**src/shared/ppim_defines.svh**
```systemverilog
// Purpose: Constants for the panel process image mapper
// Assumes: 100 MHz core clock
// Notes:   Byte indices are relative to the image start n
`ifndef PPIM_DEFINES_SVH
`define PPIM_DEFINES_SVH

// Input image byte indices
`define PPIM_IN_KEY_BYTE0     0
`define PPIM_IN_DI_BYTE0      4
`define PPIM_IN_BYTES         6
// Output image byte indices
`define PPIM_OUT_LED_BYTE0    0
`define PPIM_OUT_DO_BYTE0     8
`define PPIM_OUT_BYTES        12
// Flash timing
`define PPIM_CLK_HZ           100000000
`define PPIM_FAST_FLASH_MHZ   2000
`define PPIM_SLOW_FLASH_MHZ   500
// Half period cycles, rounded down
`define PPIM_FAST_HALF_CYC    ((`PPIM_CLK_HZ / 2) / (`PPIM_FAST_FLASH_MHZ / 1000))
`define PPIM_SLOW_HALF_CYC    ((`PPIM_CLK_HZ * 2) / 2)
// Slow half period is the fast half period times this ratio
`define PPIM_SLOW_RATIO       4
// Reset value of the configurable LED state
`define PPIM_CFG_RESET        2'h0

`endif

```
**src/shared/ppim_pkg.sv**
```systemverilog
// Purpose: Types for the panel process image mapper
// Assumes: Nothing
// Notes:   Codes are fixed; drive logic relies on them
package ppim_pkg;

  // Configurable LED state when both bits are set
  typedef enum logic [1:0] {
    PPIM_CFG_FLASH_GREEN  = 2'b00,
    PPIM_CFG_YELLOW       = 2'b01,
    PPIM_CFG_FLASH_YELLOW = 2'b10,
    PPIM_CFG_FLASH_RED    = 2'b11
  } ppim_led_cfg_t;

  // Digital output drive mode
  typedef enum logic [1:0] {
    PPIM_DO_OFF   = 2'b00,
    PPIM_DO_ON    = 2'b01,
    PPIM_DO_FAST  = 2'b10,
    PPIM_DO_SLOW  = 2'b11
  } ppim_do_mode_t;

endpackage

```
**src/verilog/ppim_flash_gen.sv**
```systemverilog
// Purpose: Common 2 Hz and 0.5 Hz flash phases
// Assumes: One clock, synchronous active low reset
// Notes:   Both phases derive from one counter, so stay aligned
`timescale 1ns/1ps
`default_nettype none
`include "ppim_defines.svh"

module ppim_flash_gen #(
  parameter int unsigned HALF_CYC = `PPIM_FAST_HALF_CYC
) (
  input  wire logic core_clk,
  input  wire logic resetn,
  output logic      fast_phase,
  output logic      slow_phase
);

  localparam int unsigned CW = $clog2(HALF_CYC + 1);

  logic [CW-1:0] cnt_q;
  logic [1:0]    div_q;
  logic          fast_q;
  logic          slow_q;

  // Half period divider, 50 percent duty
  always_ff @(posedge core_clk) begin
    if (!resetn) begin
      cnt_q <= '0;
    end else if (cnt_q == CW'(HALF_CYC - 1)) begin
      cnt_q <= '0;
    end else begin
      cnt_q <= cnt_q + CW'(1);
    end
  end

  // Fast phase toggles each half period, slow every fourth
  always_ff @(posedge core_clk) begin
    if (!resetn) begin
      fast_q <= 1'b1;
      slow_q <= 1'b1;
      div_q  <= 2'h0;
    end else if (cnt_q == CW'(HALF_CYC - 1)) begin
      fast_q <= ~fast_q;
      div_q  <= div_q + 2'h1;
      if (div_q == 2'h3) begin
        slow_q <= ~slow_q;
      end
    end
  end

  assign fast_phase = fast_q;
  assign slow_phase = slow_q;

endmodule // ppim_flash_gen
`default_nettype wire

```
**src/verilog/ppim_mapper.sv**
```systemverilog
// Purpose: Map panel keys, inputs, LEDs and outputs to process image bytes
// Assumes: Key and input pins are asynchronous; image bytes are on core_clk
// Notes:   FAILSAFE_VARIANT leaves outputs 9 to 16 off
`timescale 1ns/1ps
`default_nettype none
`include "ppim_defines.svh"

module ppim_mapper
  import ppim_pkg::*;
#(
  parameter int unsigned NUM_KEYS         = 32,
  parameter int unsigned NUM_IN           = 16,
  parameter int unsigned NUM_OUT          = 16,
  parameter bit          FAILSAFE_VARIANT = 1'b0,
  parameter int unsigned FAST_HALF_CYC    = `PPIM_FAST_HALF_CYC
) (
  input  wire logic                  core_clk,
  input  wire logic                  resetn,
  input  wire logic [NUM_KEYS-1:0]   key_pins,
  input  wire logic [NUM_IN-1:0]     digital_input_pins,
  input  wire logic [1:0]            led_both_cfg,
  output logic [8*`PPIM_IN_BYTES-1:0] in_image,
  input  wire logic [8*`PPIM_OUT_BYTES-1:0] out_image,
  output logic [NUM_KEYS-1:0]        led_red,
  output logic [NUM_KEYS-1:0]        led_green,
  output logic [NUM_OUT-1:0]         digital_output
);

  localparam int unsigned IN_W      = NUM_KEYS + NUM_IN;
  localparam int unsigned IMG_IN_W  = 8 * `PPIM_IN_BYTES;
  localparam int unsigned IMG_OUT_W = 8 * `PPIM_OUT_BYTES;
  localparam int unsigned DO_ACTIVE = FAILSAFE_VARIANT ? 8 : NUM_OUT;

  logic [IN_W-1:0]     sync1_q;
  logic [IN_W-1:0]     sync2_q;
  logic [IN_W-1:0]     in_q;
  logic [NUM_KEYS-1:0] red_d;
  logic [NUM_KEYS-1:0] green_d;
  logic [NUM_KEYS-1:0] red_q;
  logic [NUM_KEYS-1:0] green_q;
  logic [NUM_OUT-1:0]  do_d;
  logic [NUM_OUT-1:0]  do_q;
  ppim_led_cfg_t       cfg_q;
  logic                fast_ph;
  logic                slow_ph;

  // Bit from an image byte pair: byte base + 2*(idx/8) + odd, bit idx%8
  function automatic logic pair_bit(input logic [IMG_OUT_W-1:0] img,
                                    input int unsigned          base,
                                    input int unsigned          idx,
                                    input int unsigned          odd);
    pair_bit = img[8 * (base + 2 * (idx / 8) + odd) + (idx % 8)];
  endfunction

  // Keys then inputs, lowest number at bit 0 of its first byte
  function automatic logic [IMG_IN_W-1:0] pack_inputs(input logic [NUM_KEYS-1:0] keys,
                                                      input logic [NUM_IN-1:0]   ins);
    logic [IMG_IN_W-1:0] img;
    img = '0;
    img[8*`PPIM_IN_KEY_BYTE0 +: NUM_KEYS] = keys;
    img[8*`PPIM_IN_DI_BYTE0 +: NUM_IN]    = ins;
    pack_inputs = img;
  endfunction

  // Colour of one LED; bit 1 red, bit 0 green, both lit is yellow
  function automatic logic [1:0] led_colour(input logic          red_bit,
                                            input logic          green_bit,
                                            input ppim_led_cfg_t cfg,
                                            input logic          flash);
    logic [1:0] rg;
    rg = {red_bit, green_bit};
    if (red_bit && green_bit) begin
      unique case (cfg)
        PPIM_CFG_FLASH_GREEN:  rg = {1'b0, flash};
        PPIM_CFG_YELLOW:       rg = 2'b11;
        PPIM_CFG_FLASH_YELLOW: rg = {flash, flash};
        PPIM_CFG_FLASH_RED:    rg = {flash, 1'b0};
      endcase
    end
    led_colour = rg;
  endfunction

  // Drive mode from the pair (first byte bit, second byte bit)
  function automatic ppim_do_mode_t do_mode(input logic first_bit,
                                            input logic second_bit);
    unique case ({first_bit, second_bit})
      2'b10: do_mode = PPIM_DO_ON;
      2'b01: do_mode = PPIM_DO_FAST;
      2'b11: do_mode = PPIM_DO_SLOW;
      2'b00: do_mode = PPIM_DO_OFF;
    endcase
  endfunction

  // Output level for a drive mode and the two flash phases
  function automatic logic do_level(input ppim_do_mode_t mode,
                                    input logic          fast,
                                    input logic          slow);
    logic lvl;
    lvl = 1'b0;
    unique case (mode)
      PPIM_DO_OFF:  lvl = 1'b0;
      PPIM_DO_ON:   lvl = 1'b1;
      PPIM_DO_FAST: lvl = fast;
      PPIM_DO_SLOW: lvl = slow;
    endcase
    do_level = lvl;
  endfunction

  // Shared flash phases
  // one divider
  ppim_flash_gen #(
    .HALF_CYC   (FAST_HALF_CYC)
  ) u_flash (
    .core_clk   (core_clk),
    .resetn     (resetn),
    .fast_phase (fast_ph),
    .slow_phase (slow_ph)
  );

  // Two stage synchroniser on pins
  always_ff @(posedge core_clk) begin
    if (!resetn) begin
      sync1_q <= '0;
      sync2_q <= '0;
    end else begin
      sync1_q <= {digital_input_pins, key_pins};
      sync2_q <= sync1_q;
    end
  end

  always_ff @(posedge core_clk) begin
    if (!resetn) begin
      in_q <= '0;
    end else begin
      in_q <= sync2_q;
    end
  end

  assign in_image = pack_inputs(in_q[NUM_KEYS-1:0], in_q[IN_W-1:NUM_KEYS]);

  // Configuration capture
  // default flashing green
  always_ff @(posedge core_clk) begin
    if (!resetn) begin
      cfg_q <= ppim_led_cfg_t'(`PPIM_CFG_RESET);
    end else begin
      cfg_q <= ppim_led_cfg_t'(led_both_cfg);
    end
  end

  // LED colour decode from byte pairs
  // pair decode
  always_comb begin
    logic [1:0] rg;
    rg      = 2'b00;
    red_d   = '0;
    green_d = '0;
    for (int unsigned i = 0; i < NUM_KEYS; i++) begin
      rg = led_colour(pair_bit(out_image, `PPIM_OUT_LED_BYTE0, i, 0),
                      pair_bit(out_image, `PPIM_OUT_LED_BYTE0, i, 1),
                      cfg_q, fast_ph);
      red_d[i]   = rg[1];
      green_d[i] = rg[0];
    end
  end

  // LED drive registers
  always_ff @(posedge core_clk) begin
    if (!resetn) begin
      red_q   <= '0;
      green_q <= '0;
    end else begin
      red_q   <= red_d;
      green_q <= green_d;
    end
  end

  // Digital output decode; outputs past the variant limit stay off
  // pair decode and variant limit
  always_comb begin
    ppim_do_mode_t m;
    m    = PPIM_DO_OFF;
    do_d = '0;
    for (int unsigned i = 0; i < NUM_OUT; i++) begin
      m = do_mode(pair_bit(out_image, `PPIM_OUT_DO_BYTE0, i, 0),
                  pair_bit(out_image, `PPIM_OUT_DO_BYTE0, i, 1));
      if (i < DO_ACTIVE) begin
        do_d[i] = do_level(m, fast_ph, slow_ph);
      end else begin
        do_d[i] = 1'b0;
      end
    end
  end

  // Digital output registers
  always_ff @(posedge core_clk) begin
    if (!resetn) begin
      do_q <= '0;
    end else begin
      do_q <= do_d;
    end
  end

  // Drive registers straight to the ports
  assign led_red        = red_q;
  assign led_green      = green_q;
  assign digital_output = do_q;

endmodule // ppim_mapper
`default_nettype wire
```
**config.mk**
```make
export PLATFORM = sky130hd
export DESIGN_NAME = ppim_mapper
export DESIGN_NICKNAME = d
export VERILOG_FILES = /design/src/shared/ppim_pkg.sv /design/src/verilog/ppim_flash_gen.sv /design/src/verilog/ppim_mapper.sv
export VERILOG_INCLUDE_DIRS = /design/src /design/src/shared
export SDC_FILE = /design/constraint.sdc
export NUM_CORES = 1
export LEC_CHECK = 0
export BUFFER_PORTS_ARGS = -buffer_cell sky130_fd_sc_hd__buf_2
export CAP_MARGIN = 20
export CORE_ASPECT_RATIO = 0.8
export CORE_UTILIZATION = 49
export DETAILED_ROUTE_END_ITERATION = 8
export HOLD_SLACK_MARGIN = 0.12
export PLACE_DENSITY = 0.81
export SYNTH_ARGS = -nofsm -noshare
export SYNTH_HDL_FRONTEND = slang
export SYNTH_SLANG_ARGS = --single-unit
```
**constraint.sdc**
```tcl
create_clock -name core_clk -period 4.95 [get_ports core_clk]
set_input_delay 1.2375 -clock core_clk [delete_from_list [all_inputs] [get_ports core_clk]]
set_output_delay 1.2375 -clock core_clk [all_outputs]
set_load 0.02 [all_outputs]
```
### Word level (Yosys, flattened, before mapping)

Index checks and enable logic that the tools add are counted.

* input port bits: 148
* flip-flop bits (word level): 255
* output and inout port bits: 128
* logic and storage cells: 249

* equal/unequal tests: 101
* $add $sub $neg: 2
* muxes and demuxes: 65
* reduce and logical (&&, ||, !) cells: 67
* bitwise operators: 3

Operator list (number)
* $pmux W2 S4: 17
* $eq A2 B2 Y1 const B: 67
* $eq A2 B1 Y1 const B: 33
* $logic_not A2 Y1: 33
* $mux W2: 32
* $pmux W1 S4: 16
* $logic_and A1 B1 Y1: 32
* $add A25 B1 Y25 const B: 1
* $eq A25 B25 Y1 const B: 1
* $not A1 Y1: 3
* $add A2 B1 Y2 const B: 1
* $reduce_and A2 Y1: 1
* $reduce_or A2 Y1: 1

### Longest topological paths before layout

* depth after elaboration: 4
* depth in mapped cells: 7
* depth with buffers taken out: 5

### Cells and area by module

From an unflattened synthesis, not the netlist that was laid out.

* cells, all modules: 752
* area, all modules: 8094.0 µm²

Modules (own cells, without submodules)
* ppim_mapper: sequential area each 4524.3 µm², cells each 601, area each 6762.7 µm², instances 1
* ppim_flash_gen: sequential area each 580.6 µm², cells each 151, area each 1331.3 µm², instances 1

### Worst setup path before layout

Ideal clock, no wire load.

* path kind: input port to flip-flop
* from: in resetn
* to: reg green_q[10] (netlist: led_green[10])
* required time: 4.880 ns
* slack: 2.740 ns
* setup time: 0.070 ns
* data arrival time: 2.140 ns
* stages: 5
* path through: clkbuf_1 -> clkbuf_1 -> clkbuf_1 -> nand2_1 -> a21oi_1

RTL lines
* from (decl): RTL line ppim_mapper.sv:18 `input wire logic resetn,`
* to (signal assigned): RTL line ppim_mapper.sv:174 `green_q <= green_d;`
* to (decl): RTL line ppim_mapper.sv:40 `logic [NUM_KEYS-1:0] green_q;`

### Worst setup path after layout

* from: reg red_q[11] (netlist: led_red[11])
* to: out led_red[11]

RTL lines
* from (decl): RTL line ppim_mapper.sv:39 `logic [NUM_KEYS-1:0] red_q;`
* from (signal assigned): RTL line ppim_mapper.sv:173 `red_q <= red_d;`
* to (decl): RTL line ppim_mapper.sv:24 `output logic [NUM_KEYS-1:0] led_red,`

No word-level cell between the ends.

==> results.txt <==
By count the netlist is led by dfxtp_1, and2_1, nand2_1. The internal power is 3370 uW. The top achievable clock speed came out at 436 MHz. Dividing total power by cell area gives a power density of 420 nW/um^2. 276 I/O pins were placed.

The clock sink count is 255. The largest individual stage delay along the critical path comes from the cell dfxtp_1. The net count reported at finish came out at 1,184. The final weighted congestion in routability-driven placement came out at 0.743. The number of hold violations in the final report is 0. Together, buffers and inverters on the worst path number 1. The post-detailed-route via-to-cell ratio came out at 4.68. The data arrival time of the critical path is 1.06 ns.

The number of post-CTS setup repair buffers is 0. Of the total power, combinational logic draws 0.069. After synthesis, the cell types taking the most area are dfxtp_1, and2_1, a21oi_1. The standard cell core area is 15,700 um^2. The number of CTS-inserted buffers came out at 24. The global-route wire length before repair is 25,600 um. The global-route usage over all layers is 0.194.

At the later pin of the worst-skew pair, clock insertion delay measures 0.51 ns. The critical path class is reg2out. In this run the worst hold path is classified as reg2reg. The worst clock skew is 0.0157 ns. Yosys mapped a number of flops with a built-in enable equal to 0.

The count of warnings emitted by yosys came out at 0. The actual slew at the worst max-slew pin is 0.891 ns. Setup repair after global routing left no endpoint under its margin. The worst setup path is launched from a flop. Clock-pin slew was measured on the worst setup and hold paths at 0.07 ns. For this design the total switching power over the nets is 941 uW.

The synthesized design spends more area on one cell type than any other, namely dfxtp_1. The switching power share of the total came out at 0.218. For this design the static power due to leakage is 0.00488 uW. The number of nets with antenna violations after routing is 0. The number of antenna violations at the first check in global routing is 0.

The CTS H-tree depth is 1. The per-cell routed wire length is 13.5 um. The critical path launch point is led_red[11]. Of the total power, registers draw 0.501. The shortest clock period the worst path allows after layout came out at 2.30 ns.

The number of optimization iterations in the first detailed-route pass came out at 6. The endpoint identified for the worst register-to-register timing path is u_flash.cnt_q[20]. The initialized floorplan defines 41 standard-cell rows. The max capacitance violation total came out at 0. The relative slew slack came out at 0.406. The synthesized area came out at 7910 um^2. Walking the worst path, the cells encountered are buf_2. The detailed-route wire length came out at 17,100 um. The critical path depth came out at 1. Among all flip-flop cells after synthesis, the most frequent one is dfxtp_1. The largest fanout of any net on the critical path is 1. Across all setup checks in the final design, the least slack found is 2.65 ns.

Of the synthesized area, sequential elements account for 0.645. The run finished with clean final reports. Across all layers, the routed design uses 5,915 vias. The number of slew-limit violations in the final report is 0. The endpoint required time on the critical path is 3.71 ns. Of all flip-flops after synthesis, the portion carrying an async set or reset was 0. The number of buffers inserted by port buffering came out at 275. The post-cts resize count is 0. Relative to the synthesized area, the layout overhead comes to 29.8%.

Among all cell types in the netlist, the one instantiated most often is dfxtp_1. Counting flops and latches in the post-synthesis netlist gives 255. TritonCTS built the clock tree. The highest cell delay on the worst timing path came out at 0.36 ns. The worst setup path is captured at a primary output. The post-synth net total came out at 919. The full die area came out at 16,700 um^2. The post-place setup slack is 2.16 ns.

The horizontal die dimension came out at 144 um. The number of library cell types mapped by synthesis is 35. Measured along the y axis, the die boundary spans 116 um.

The area share of the leading cell type in the synthesized netlist came out at 0.645. The cell family with the largest share of critical-path delay is flip-flops. In the final timing run, aggregate negative setup slack is 0 ns.

The maximum number of pins on one net before global-route repair came out at 140. The power share of the clock group came out at 0.430. The reg-to-reg setup timing slack is 3.01 ns. The count of inserted antenna diode cells is 0. Setup violations remaining at the end of the flow were counted as 0. The total grt overflow came out at 0.

The mean cell area of the mapped netlist came out at 10.3 um^2. The critical path ends at led_red[11]. The final routed DRC violation total came out at 0. The synthesized netlist cell count came out at 769. The worst-case IR drop observed on VDD is 0.269 mV. The half-perimeter wire length of the detailed placement result came out at 11,500 um. The maximum count of clock buffers along a single path came out at 3. In this run the clock root is driven by a clkbuf_16. The number of global-route vias before repair is 5,448. The proportion of layout cells with a drive suffix above 1 is 0.319. The number of cells on the worst reg-to-reg path is 5. The initial standard-cell utilization of the core is 0.502. The startpoint identified for the worst register-to-register timing path is u_flash.cnt_q[0]. Dividing the final minimum period by the clock period gives 0.464. The DRC violation total after the first TritonRoute iteration is 314. The number of buffers inserted for hold repair after clock tree synthesis is 0.
[cells in the final DEF (no fill, tap or decap), types with 2 or more instances in the layout]
| master | count |
|---|---|
| buf_2 | 274 |
| dfxtp_1 | 255 |
| and2_1 | 163 |
| nand2_1 | 90 |
| a21oi_1 | 73 |
| o21ai_0 | 38 |
| clkbuf_16 | 24 |
| inv_1 | 21 |
| nor2_1 | 13 |
| nand3_1 | 12 |
| o31ai_1 | 10 |
| xor2_1 | 9 |
| clkbuf_8 | 8 |
| or4_1 | 7 |
| or3_1 | 5 |
| nand4_1 | 4 |
| clkinv_2 | 4 |
| and4_1 | 3 |
| and3_1 | 3 |
| or4_4 | 3 |
| a21oi_2 | 3 |
| buf_4 | 3 |
| a21boi_0 | 2 |
| o21ai_2 | 2 |
| xnor2_1 | 2 |
| ha_1 | 2 |
| bufinv_16 | 2 |
[flip-flops by register name, indices dropped and copies added (netlist names)]
| signal | flops |
|---|---|
| u_flash.fast_phase | 1 |
| u_flash.div_q | 2 |
| digital_output | 16 |
| in_image | 48 |
| led_red | 32 |
| sync1_q | 48 |
| cfg_q | 2 |
| led_green | 32 |
| u_flash.cnt_q | 25 |
| sync2_q | 48 |
| u_flash.slow_phase | 1 |
[layout make-up]
type                            count  area (um^2)
Timing Repair Buffer              279         1430
Clock buffer                       32          711
Fill cell                        1221         5480
Multi-Input combinational cell    453         2570
Inverter                           21         78.8
Tap cell                          215          269
Clock inverter                      8          105
Sequential cell                   255         5100
[routing by layer]
| metal | GRT usage | up-vias | wire length [um] |
|---|---|---|---|
| met5 | 0 | - | 0 |
| met4 | 0.0589 | 0 | 355 |
| met3 | 0.0496 | 24 | 1170 |
| met2 | 0.326 | 194 | 8020 |
| met1 | 0.246 | 2681 | 7550 |
| li1 | - | 3016 | - |
[per-stage QoR]
stage               utilization  std cells  cell area (um^2)  power, uW  hold WS (ns)
floorplan                     -        769              7910       2360         0.412
CTS                       0.651       1262             10300       4340         0.428
detailed placement        0.599       1222              9440       2500         0.419
finish                    0.652       1263             10300       4310         0.420
global route              0.652       1263             10300       4470         0.439
global placement          0.599       1222              9440       2490         0.413
[kinds of logic after synthesis]
family | after synthesis | share of synthesized area
simple gates | 311 | 0.221
flops | 255 | 0.645
compound gates | 128 | 0.0867
buf+inv | 61 | 0.0307
xor+xnor | 11 | 0.0122
fa+ha+maj | 2 | 0.00316
mux | 1 | 0.00127
[power groups by stage]
stage	clock (uW)	combinational, uW	sequential [uW]
after CTS	1880	298	2160
after floorplan	0	97.8	2270
after detailed placement	0	295	2210
after global routing	1970	328	2170
final	1850	298	2160
after global placement	0	288	2200
[worst min path at each step]
stage / cells past startpoint / to / start / slack, ns
2_1_floorplan: 1 / in_image[0] / sync2_q[0] / 0.41
3_3_place_gp: 1 / in_image[24] / sync2_q[24] / 0.41
3_5_place_dp: 1 / in_image[16] / sync2_q[16] / 0.42
4_1_cts: 1 / sync2_q[38] / sync1_q[38] / 0.43
5_1_grt: 1 / sync2_q[37] / sync1_q[37] / 0.44
6_report: 1 / sync2_q[38] / sync1_q[38] / 0.42
No activity file was read; power rests on OpenSTA's default activity.
